**config.mk**
```make
export PLATFORM = sky130hd
export DESIGN_NAME = lcsb_top
export DESIGN_NICKNAME = d
export VERILOG_FILES = /design/src/rtl/lcsb_pkg.sv /design/src/rtl/lcsb_top.sv
export SDC_FILE = /design/constraint.sdc
export NUM_CORES = 1
export LEC_CHECK = 0
export BUFFER_PORTS_ARGS = -buffer_cell sky130_fd_sc_hd__buf_2
export CAP_MARGIN = 0
export CELL_PAD_IN_SITES_DETAIL_PLACEMENT = 0
export CELL_PAD_IN_SITES_GLOBAL_PLACEMENT = 1
export CORE_UTILIZATION = 48
export CTS_CLUSTER_SIZE = 40
export DETAILED_ROUTE_END_ITERATION = 10
export MAX_ROUTING_LAYER = met4
export PLACE_DENSITY_LB_ADDON = 0.05
export SYNTH_ARGS = -nofsm -noshare
export SYNTH_HDL_FRONTEND = slang
export SYNTH_SLANG_ARGS = --single-unit
```
**constraint.sdc**
```tcl
create_clock -name sys_clk -period 7.1 [get_ports sys_clk]
set_input_delay 0.71 -clock sys_clk [delete_from_list [all_inputs] [get_ports sys_clk]]
set_output_delay 0.71 -clock sys_clk [all_outputs]
set_load 0.01 [all_outputs]
```
**src/rtl/lcsb_pkg.sv**
```systemverilog
// package: register map, timing counts and types of the local control bank
package lcsb_pkg;
   localparam int NUM_SW = 16; // local control switches and local bits
   localparam int DATA_W = 32; // register data width
   localparam int CNT_W = 25; // wide enough for two seconds of cycles
   // register offsets, word addressed
   localparam logic [3:0] REG_LABEL_EN = 4'h0; // switches with labels set
   localparam logic [3:0] REG_SW_TYPE = 4'h1; // two type bits per switch
   localparam logic [3:0] REG_ROT_EN = 4'h2; // enabled rotating items
   localparam logic [3:0] REG_TEST_SEL = 4'h3; // contact for output test
   localparam logic [3:0] REG_LOCAL = 4'h4; // local bits, read only
   localparam logic [3:0] REG_MENU = 4'h5; // menu status, read only
   // field positions
   localparam int MENU_IDX_LSB = 0; // cursor in menu status
   localparam int MENU_ST_LSB = 4; // state code in menu status
   // reset values
   localparam logic [15:0] LABEL_EN_RST = 16'h0000;
   localparam logic [31:0] SW_TYPE_RST = 32'h0000_0000;
   localparam logic [15:0] ROT_EN_RST = 16'h0000;
   localparam logic [3:0] TEST_SEL_RST = 4'h0;
   localparam logic [15:0] LOCAL_RST = 16'h0000;
   // timing
   localparam longint CLK_HZ = 10_000_000; // sys_clk rate
   localparam longint SHOW_MS = 2000; // display hold and rotation step
   localparam longint TEST_MS = 1000; // front panel contact pulse
   localparam int SHOW_CYC = int'((CLK_HZ * SHOW_MS) / 1000);
   localparam int TEST_CYC = int'((CLK_HZ * TEST_MS) / 1000);

   typedef logic [CNT_W-1:0] lcsb_cnt_t;
   // switch behaviour, two bits per switch in the type register
   typedef enum logic [1:0] {
      SWT_ONOFF = 2'h0,
      SWT_OFFMOM = 2'h1,
      SWT_THREE = 2'h2
   } lcsb_swtype_t;
   // switch position as shown and requested
   typedef enum logic [1:0] {
      POS_OFF = 2'h0,
      POS_ON = 2'h1,
      POS_MOM = 2'h2
   } lcsb_pos_t;
   // front panel menu, one-hot
   typedef enum logic [4:0] {
      ST_DEFAULT = 5'h01,
      ST_SWITCH = 5'h02,
      ST_TEST = 5'h04,
      ST_CONFIRM = 5'h08,
      ST_TESTRUN = 5'h10
   } lcsb_state_t;
   // what the display shows
   typedef enum logic [2:0] {
      DSP_NAME = 3'h0,
      DSP_PROMPT = 3'h1,
      DSP_ITEM = 3'h2,
      DSP_SWITCH = 3'h3,
      DSP_CONFIRM = 3'h4,
      DSP_TEST = 3'h5
   } lcsb_dkind_t;
   // debounced one-cycle pushbutton presses
   typedef struct packed {
      logic control;
      logic right;
      logic select;
      logic yes;
      logic no;
      logic leave;
   } lcsb_buttons_t;
   // display request
   typedef struct packed {
      lcsb_dkind_t kind;
      logic [4:0] index;
      lcsb_pos_t pos;
   } lcsb_display_t;
   localparam lcsb_display_t DISP_RST = '{kind: DSP_NAME, index: 5'h00,
                                          pos: POS_OFF};
endpackage : lcsb_pkg

```
**src/rtl/lcsb_top.sv**
```systemverilog
// module: front panel local control switch bank with rotating display
// Behaviour
// RULE1 - sixteen local bits, settable and clearable
// RULE2 - local bits exported as logic inputs
// RULE3 - per switch: on/off, off/mom, three-position
// RULE4 - only labelled switches exist and appear
// RULE5 - momentary bit high one processing interval
// RULE6 - momentary position shown two seconds
// RULE7 - control press shows first configured switch
// RULE8 - right arrow: next switch, test, wrap
// RULE9 - select asks confirm; yes changes position
// RULE10 - local bits restored from nonvolatile memory
// RULE11 - device name when nothing else shown
// RULE12 - control prompt shown when switches exist
// RULE13 - prompt then enabled items, two seconds each
// RULE14 - panel contact test pulses one second
// RULE15 - panel only, no password, no serial
// RULE16 - declining confirm changes nothing
// RULE17 - bit changes land on interval boundaries
//
// Our own choices: the address-and-strobe port and the placing of the registers.
`timescale 1ns/10ps
module lcsb_top #(
   parameter int SHOW_CYCLES = lcsb_pkg::SHOW_CYC, // two second hold
   parameter int TEST_CYCLES = lcsb_pkg::TEST_CYC // one second pulse
) (
   input wire logic sys_clk,
   input wire logic reset_n,
   input wire logic clk_en,
   input wire logic [3:0] reg_addr,
   input wire logic [31:0] reg_wdata,
   input wire logic reg_wr,
   input wire logic reg_rd,
   output logic [31:0] reg_rdata,
   input wire lcsb_pkg::lcsb_buttons_t buttons,
   input wire logic proc_tick,
   input wire logic nv_restore_valid,
   input wire logic [15:0] nv_restore_bits,
   output logic nv_store_strobe,
   output logic [15:0] local_bits,
   output lcsb_pkg::lcsb_display_t disp,
   output logic contact_test_pulse,
   output logic [3:0] contact_test_sel
);
   // lowest set bit of mask at or above lo, with a found flag on top
   function automatic logic [5:0] lcsb_scan(input logic [16:0] mask,
                                            input logic [4:0] lo);
      logic [5:0] res;
      res = 6'h00;
      for (int i = 16; i >= 0; i--)
         if (mask[i] && (5'(i) >= lo))
            res = {1'b1, 5'(i)};
      return res;
   endfunction : lcsb_scan

   // settings written by software; none of them writes the bits, which change only through a confirmed menu change or a nonvolatile restore
   logic [15:0] label_en, next_label_en; // labelled switches
   logic [31:0] sw_type, next_sw_type; // two bits per switch
   logic [15:0] rot_en, next_rot_en; // rotating display items
   logic [3:0] test_sel, next_test_sel; // contact for panel test
   logic [31:0] next_rdata;
   // menu
   lcsb_pkg::lcsb_state_t state, next_state;
   logic [3:0] cur_idx, next_cur_idx; // displayed switch
   logic req_valid, next_req_valid; // change waiting for boundary
   logic [3:0] req_idx, next_req_idx;
   lcsb_pkg::lcsb_pos_t req_pos, next_req_pos;
   lcsb_pkg::lcsb_cnt_t test_cnt, next_test_cnt;
   logic next_test_pulse;
   logic [3:0] next_test_out;
   // bits
   logic [15:0] next_bits;
   logic mom_active, next_mom_active; // momentary bit to drop
   logic [3:0] mom_idx, next_mom_idx;
   lcsb_pkg::lcsb_cnt_t show_cnt, next_show_cnt; // momentary display
   logic [3:0] show_idx, next_show_idx;
   logic next_nv_strobe;
   // display
   logic [4:0] rot_slot, next_rot_slot; // 0 prompt, k+1 item k
   lcsb_pkg::lcsb_cnt_t rot_cnt, next_rot_cnt;
   lcsb_pkg::lcsb_display_t next_disp;
   // helpers
   logic any_cfg; // at least one switch exists
   logic [5:0] first_cfg, after_cur; // scan results over switches
   logic [16:0] rot_mask; // prompt plus enabled items
   logic [5:0] rot_next, rot_first;
   lcsb_pkg::lcsb_swtype_t cur_type;
   lcsb_pkg::lcsb_pos_t cur_pos, target_pos;

   // switch lookup shared by menu and display
   always_comb
   begin
      any_cfg = |label_en; // [RULE4]
      first_cfg = lcsb_scan({1'b0, label_en}, 5'h00);
      after_cur = lcsb_scan({1'b0, label_en}, {1'b0, cur_idx} + 5'h01);
      rot_mask = {rot_en, any_cfg}; // [RULE12]
      rot_first = lcsb_scan(rot_mask, 5'h00);
      rot_next = lcsb_scan(rot_mask, rot_slot + 5'h01);
      cur_type = lcsb_pkg::lcsb_swtype_t'(sw_type[{cur_idx, 1'b0} +: 2]);
      // a momentary operation stays on show for the hold time
      if ((show_cnt != '0) && (show_idx == cur_idx))
         cur_pos = lcsb_pkg::POS_MOM; // [RULE6]
      else if (local_bits[cur_idx])
         cur_pos = lcsb_pkg::POS_ON;
      else
         cur_pos = lcsb_pkg::POS_OFF;
      // position proposed by the operate confirmation
      case (cur_type) // [RULE3]
         lcsb_pkg::SWT_ONOFF:
            target_pos = local_bits[cur_idx] ? lcsb_pkg::POS_OFF
                                              : lcsb_pkg::POS_ON;
         lcsb_pkg::SWT_OFFMOM:
            target_pos = lcsb_pkg::POS_MOM;
         lcsb_pkg::SWT_THREE:
            target_pos = local_bits[cur_idx] ? lcsb_pkg::POS_MOM
                                              : lcsb_pkg::POS_ON;
         default:
            target_pos = local_bits[cur_idx] ? lcsb_pkg::POS_OFF
                                              : lcsb_pkg::POS_ON;
      endcase
   end

   // register port: settings only, the bits are never writable here
   always_comb
   begin
      next_label_en = label_en;
      next_sw_type = sw_type;
      next_rot_en = rot_en;
      next_test_sel = test_sel;
      next_rdata = 32'h0000_0000; // data stand for one cycle only
      if (reg_wr)
      begin
         case (reg_addr)
            lcsb_pkg::REG_LABEL_EN: next_label_en = reg_wdata[15:0];
            lcsb_pkg::REG_SW_TYPE: next_sw_type = reg_wdata;
            lcsb_pkg::REG_ROT_EN: next_rot_en = reg_wdata[15:0];
            lcsb_pkg::REG_TEST_SEL: next_test_sel = reg_wdata[3:0];
            default: ; // read-only or unmapped: ignored
         endcase
      end
      if (reg_rd)
      begin
         case (reg_addr)
            lcsb_pkg::REG_LABEL_EN: next_rdata = {16'h0000, label_en};
            lcsb_pkg::REG_SW_TYPE: next_rdata = sw_type;
            lcsb_pkg::REG_ROT_EN: next_rdata = {16'h0000, rot_en};
            lcsb_pkg::REG_TEST_SEL: next_rdata = {28'h0000000, test_sel};
            lcsb_pkg::REG_LOCAL: next_rdata = {16'h0000, local_bits};
            lcsb_pkg::REG_MENU:
               next_rdata = {23'h000000, state, cur_idx};
            default: next_rdata = 32'h0000_0000; // unmapped reads zero
         endcase
      end
   end

   // settings registers
   always_ff @(posedge sys_clk)
   begin
      if (!reset_n)
      begin
         label_en <= lcsb_pkg::LABEL_EN_RST;
         sw_type <= lcsb_pkg::SW_TYPE_RST;
         rot_en <= lcsb_pkg::ROT_EN_RST;
         test_sel <= lcsb_pkg::TEST_SEL_RST;
         reg_rdata <= 32'h0000_0000;
      end
      else if (clk_en)
      begin
         label_en <= next_label_en;
         sw_type <= next_sw_type;
         rot_en <= next_rot_en;
         test_sel <= next_test_sel;
         reg_rdata <= next_rdata;
      end
   end

   // menu walk, driven by the pushbuttons alone, no password [RULE15]
   always_comb
   begin
      next_state = state;
      next_cur_idx = cur_idx;
      next_req_valid = req_valid;
      next_req_idx = req_idx;
      next_req_pos = req_pos;
      next_test_cnt = test_cnt;
      next_test_pulse = 1'b0;
      next_test_out = contact_test_sel;
      if (req_valid && proc_tick)
         next_req_valid = 1'b0; // cleared at the boundary; the bit logic takes it unless a restore lands this cycle
      case (state)
         lcsb_pkg::ST_DEFAULT:
            if (buttons.control && any_cfg)
            begin
               next_state = lcsb_pkg::ST_SWITCH; // [RULE7]
               next_cur_idx = first_cfg[3:0];
            end
         lcsb_pkg::ST_SWITCH:
            if (buttons.leave || !label_en[cur_idx])
               next_state = lcsb_pkg::ST_DEFAULT; // [RULE4]
            else if (buttons.right)
            begin
               if (after_cur[5])
                  next_cur_idx = after_cur[3:0]; // [RULE8]
               else
                  next_state = lcsb_pkg::ST_TEST; // [RULE8]
            end
            else if (buttons.select)
               next_state = lcsb_pkg::ST_CONFIRM; // [RULE9]
         lcsb_pkg::ST_CONFIRM:
            if (buttons.no || buttons.leave)
               next_state = lcsb_pkg::ST_SWITCH; // [RULE16]
            else if (buttons.yes && !req_valid)
            begin
               // one change in flight; a yes during it is ignored
               next_req_valid = 1'b1; // [RULE9]
               next_req_idx = cur_idx;
               next_req_pos = target_pos;
               next_state = lcsb_pkg::ST_SWITCH;
            end
         lcsb_pkg::ST_TEST:
            if (buttons.leave)
               next_state = lcsb_pkg::ST_DEFAULT;
            else if (buttons.right)
            begin
               next_state = any_cfg ? lcsb_pkg::ST_SWITCH
                                    : lcsb_pkg::ST_DEFAULT; // [RULE8]
               next_cur_idx = first_cfg[3:0];
            end
            else if (buttons.select)
            begin
               next_state = lcsb_pkg::ST_TESTRUN;
               next_test_cnt = '0;
               next_test_pulse = 1'b1; // [RULE14]
               next_test_out = test_sel;
            end
         lcsb_pkg::ST_TESTRUN:
            // the pulse always runs out; exit waits for it
            if (test_cnt == lcsb_pkg::lcsb_cnt_t'(TEST_CYCLES - 1))
               next_state = lcsb_pkg::ST_TEST; // [RULE14]
            else
            begin
               next_test_cnt = test_cnt + 1'b1;
               next_test_pulse = 1'b1;
            end
         default:
            next_state = lcsb_pkg::ST_DEFAULT;
      endcase
   end

   // menu registers
   always_ff @(posedge sys_clk)
   begin
      if (!reset_n)
      begin
         state <= lcsb_pkg::ST_DEFAULT;
         cur_idx <= 4'h0;
         req_valid <= 1'b0;
         req_idx <= 4'h0;
         req_pos <= lcsb_pkg::POS_OFF;
         test_cnt <= '0;
         contact_test_pulse <= 1'b0;
         contact_test_sel <= lcsb_pkg::TEST_SEL_RST;
      end
      else if (clk_en)
      begin
         state <= next_state;
         cur_idx <= next_cur_idx;
         req_valid <= next_req_valid;
         req_idx <= next_req_idx;
         req_pos <= next_req_pos;
         test_cnt <= next_test_cnt;
         contact_test_pulse <= next_test_pulse;
         contact_test_sel <= next_test_out;
      end
   end

   // local bits change only on interval boundaries and restores [RULE17]
   always_comb
   begin
      next_bits = local_bits;
      next_mom_active = mom_active;
      next_mom_idx = mom_idx;
      next_show_idx = show_idx;
      next_show_cnt = (show_cnt != '0) ? show_cnt - 1'b1 : show_cnt;
      if (nv_restore_valid)
      begin
         next_bits = nv_restore_bits; // [RULE10]
         next_mom_active = 1'b0;
      end
      else if (proc_tick)
      begin
         // old momentary drops before a new change lands
         if (mom_active)
         begin
            next_bits[mom_idx] = 1'b0; // [RULE5]
            next_mom_active = 1'b0;
         end
         if (req_valid)
         begin
            next_bits[req_idx] = (req_pos != lcsb_pkg::POS_OFF); // [RULE1]
            if (req_pos == lcsb_pkg::POS_MOM)
            begin
               next_mom_active = 1'b1; // [RULE5]
               next_mom_idx = req_idx;
               next_show_idx = req_idx;
               next_show_cnt = lcsb_pkg::lcsb_cnt_t'(SHOW_CYCLES - 1); // [RULE6]
            end
         end
      end
      // every change except a restore is offered to the nonvolatile store
      next_nv_strobe = !nv_restore_valid && (next_bits != local_bits);
   end

   // bit registers, read by the control equations outside [RULE2]
   always_ff @(posedge sys_clk)
   begin
      if (!reset_n)
      begin
         local_bits <= lcsb_pkg::LOCAL_RST;
         mom_active <= 1'b0;
         mom_idx <= 4'h0;
         show_cnt <= '0;
         show_idx <= 4'h0;
         nv_store_strobe <= 1'b0;
      end
      else if (clk_en)
      begin
         local_bits <= next_bits;
         mom_active <= next_mom_active;
         mom_idx <= next_mom_idx;
         show_cnt <= next_show_cnt;
         show_idx <= next_show_idx;
         nv_store_strobe <= next_nv_strobe;
      end
   end

   // rotating default display and menu screens
   always_comb
   begin
      next_rot_slot = rot_slot;
      next_rot_cnt = rot_cnt;
      next_disp = lcsb_pkg::DISP_RST;
      if (state != lcsb_pkg::ST_DEFAULT || !rot_mask[rot_slot])
      begin
         // restart the rotation at its first item
         next_rot_slot = rot_first[4:0];
         next_rot_cnt = '0;
      end
      else if (rot_cnt == lcsb_pkg::lcsb_cnt_t'(SHOW_CYCLES - 1))
      begin
         next_rot_slot = rot_next[5] ? rot_next[4:0]
                                     : rot_first[4:0]; // [RULE13]
         next_rot_cnt = '0;
      end
      else
         next_rot_cnt = rot_cnt + 1'b1;
      case (state)
         lcsb_pkg::ST_DEFAULT:
            if (rot_mask == 17'h00000)
               next_disp.kind = lcsb_pkg::DSP_NAME; // [RULE11]
            else if (rot_slot == 5'h00)
               next_disp.kind = lcsb_pkg::DSP_PROMPT; // [RULE12]
            else
            begin
               next_disp.kind = lcsb_pkg::DSP_ITEM; // [RULE13]
               next_disp.index = rot_slot - 5'h01;
            end
         lcsb_pkg::ST_SWITCH:
         begin
            next_disp.kind = lcsb_pkg::DSP_SWITCH;
            next_disp.index = {1'b0, cur_idx};
            next_disp.pos = cur_pos; // [RULE6]
         end
         lcsb_pkg::ST_CONFIRM:
         begin
            next_disp.kind = lcsb_pkg::DSP_CONFIRM;
            next_disp.index = {1'b0, cur_idx};
            next_disp.pos = target_pos;
         end
         lcsb_pkg::ST_TEST, lcsb_pkg::ST_TESTRUN:
         begin
            next_disp.kind = lcsb_pkg::DSP_TEST;
            next_disp.index = {1'b0, test_sel};
         end
         default:
            next_disp.kind = lcsb_pkg::DSP_NAME;
      endcase
   end

   // display registers
   always_ff @(posedge sys_clk)
   begin
      if (!reset_n)
      begin
         rot_slot <= 5'h00;
         rot_cnt <= '0;
         disp <= lcsb_pkg::DISP_RST;
      end
      else if (clk_en)
      begin
         rot_slot <= next_rot_slot;
         rot_cnt <= next_rot_cnt;
         disp <= next_disp;
      end
   end
endmodule : lcsb_top

```
==> results.json <==
{
  "status": "finished, final reports clean",
  "hold_viol": 0,
  "synth_top_area_frac": 0.350,
  "crit_required_ns": 7.53,
  "ys_seq_elements": 233,
  "cts_buffers": 27,
  "wl_met3_mm": 2.67,
  "instances_no_fill": 2128,
  "syn_area_um2": 13300,
  "drcViolationCount": 0,
  "setup_ws_ns": 3.49,
  "dr.pass1.iters": 6,
  "cts-root-buf": "clkbuf_16",
  "fin_area_um2": 15000,
  "clock_path_buffers": 3,
  "post_cts_buffers": 0,
  "wl_met2_mm": 19.4,
  "rsz0062_at_grt": "no",
  "synthAdderAreaFrac": 0.0122,
  "ios": 129,
  "synth_compound_area_frac": 0.212,
  "coreArea_um2": 27100,
  "ir_drop_uv": 192,
  "globalplace.congestion": 0.958,
  "final_nets": 1813,
  "synthMuxAreaShare": 0.0534,
  "hold_slack_ns": 0.401,
  "synth_seq_area_share": 0.350,
  "endpoint_kind": "flop",
  "slew_violations": 0,
  "io_buffers": 128,
  "yosysMostFrequentCell": "dfxtp_1",
  "synthArstFlopShare": 0,
  "powerDensity_nw_per_um2": 270,
  "cts_tree": "yes",
  "cts_resized": 0,
  "die_y_um": 169,
  "setup_viol": 0,
  "path_class": "reg -> reg",
  "ys.flop_type": "dfxtp_1",
  "synth_xor_area_frac": 0.0617,
  "grt_pass1_wl_mm": 65.7,
  "tightest_slew_ns": 0.978,
  "ys_types": 102,
  "grt_max_degree": 85,
  "synth_area_leader_cell": "dfxtp_1",
  "grt_pass1_vias": 11800,
  "syn_area_per_cell_um2": 7.96,
  "tns_ns": 0,
  "max_freq_mhz": 277,
  "gr-usage-all-layers": 0.298,
  "place_worst_setup_slack_ns": 3.57,
  "cts.clk_slew.worst_paths_ns": 0.06,
  "fillers": 2590,
  "clock_latency_ns": 0.55,
  "dpl_cell_area_um2": 14100,
  "die-area_um2": 28500,
  "p_leak_nw": 5.31,
  "num_rows": 60,
  "grt_overflow_total": 0,
  "antenna_found_initial": 0,
  "drt-initial-drc-count": 1124,
  "ant_nets": 0,
  "critPathArrivalTime_ns": 4.04,
  "finish.utilization": 0.553,
  "die_w_um": 169,
  "start_util": 0.492,
  "synth_top_family_by_area": "simple AND/OR/NAND/NOR gates",
  "slew_headroom": 0.345,
  "syn_inst": 1676,
  "num_antenna_cells": 0,
  "area_growth_syn_to_layout_pct": 12.4,
  "hold_path.class": "in -> reg",
  "yosys-top-cells-area": "dfxtp_1 35%, nand2_1 6.5%, a21oi_1 6.1%",
  "hpwl_mm": 29.8,
  "yosysWarnings": 0,
  "dp_cells": 2078,
  "cp-start-kind": "flop",
  "cp_max_fo": 21,
  "num_vias": 12800,
  "synth_edf_count": 0,
  "avgViaCountPerCell": 6.01,
  "cts-htree-levels": 1,
  "synth_common_cells": "233 x dfxtp_1, 230 x nand2_1, 197 x nor2_1, 163 x a21oi_1, 76 x clkbuf_1",
  "cap_viol_max_count": 0,
  "timing.final.crit_share": 0.509,
  "wl_met1_mm": 18.8,
  "drt-total-wl_mm": 42.0,
  "p_total_mw": 4.05,
  "synth_simple_gate_area_frac": 0.262,
  "fin_crit_ns": 3.61,
  "drive_gt1_frac": 0.148,
  "hold_buffers": 0,
  "synth_fp_nets": 1754,
  "clock-sinks": 233,
  "top_layer": "met4",
  "post_drt_wl_per_cell_um": 19.8,
  "clock_skew_ns": 0.0124
}
-- cell families after synthesis --
| group | after synthesis |
|---|---|
| mux | 43 |
| buf+inv | 154 |
| flops | 233 |
| compound gates | 434 |
| simple gates | 705 |
| fa+ha+maj | 13 |
| xor+xnor | 94 |
-- routing by layer --
layer  global-route usage  up-vias
met5                    -        -
met4               0.0960        0
met3               0.0337       81
met2                0.468      474
met1                0.400     6069
li1                     -     6156
-- cells in the final DEF (no fill, tap or decap), types with 15 or more instances in the layout --
cell type / synthesis / routed
dfxtp_1: 233 / 232
xnor2_1: 46 / 46
buf_4: 3 / 16
and3_1: 15 / 15
a211oi_1: 19 / 19
nor2_1: 197 / 197
a21oi_1: 163 / 163
o21ai_0: 57 / 57
clkbuf_16: 0 / 27
nor3_1: 40 / 40
inv_1: 39 / 37
nand2b_1: 24 / 24
nor4_1: 21 / 21
nand2_1: 230 / 230
mux2i_1: 16 / 16
nand4_1: 20 / 20
a31oi_1: 20 / 20
buf_2: 26 / 128
nand3_1: 49 / 49
mux4_2: 22 / 22
xor2_1: 48 / 48
a22oi_1: 46 / 46
-- power by group --
part,total [mW],switching [mW],internal [mW]
combinational,1.04,0.621,0.422
sequential,1.56,0.157,1.41
clock,1.44,0.587,0.855
-- final timing paths --
kind                                     startpoint  cells after the start  slack (ns)                   to
worst max-delay path                    rot_slot[0]                     10        3.49          rot_slot[0]
worst max register to register          rot_slot[0]                     10        3.49          rot_slot[0]
worst min register to register  contact_test_sel[0]                      2        0.45  contact_test_sel[0]
worst min-delay path                  reg_wdata[23]                      3        0.40          sw_type[23]
-- flip-flops by register name (all words and copies together) (netlist names), 4 cells and up --
signal            count
test_cnt             25
label_en             16
show_idx              4
disp                 10
sw_type              32
cur_idx               4
state                 5
contact_test_sel      4
rot_cnt              25
rot_slot              5
test_sel              4
req_idx               4
rot_en               16
reg_rdata            32
show_cnt             25
local_bits           16
-- cell type report --
class	instances	area (um^2)	area share
tap	372	465	0.0310
sequential	233	4670	0.311
timing repair buffer	144	761	0.0507
inverter	40	153	0.0102
clock buffer	35	746	0.0497
clock inverter	15	178	0.0118
multi-input combinational	1289	8030	0.535
-- worst max-delay path, cell delays in order (launching register included) --
cell,delay (ns)
dfxtp_1,0.81
inv_1,0.14
ha_1,0.53
or3b_4,0.46
o21a_1,0.22
a21oi_2,0.16
nor3b_1,0.35
a31oi_1,0.21
o21a_1,0.29
nand3b_1,0.18
o2111a_1,0.15
No activity file was read; power rests on OpenSTA's default activity.
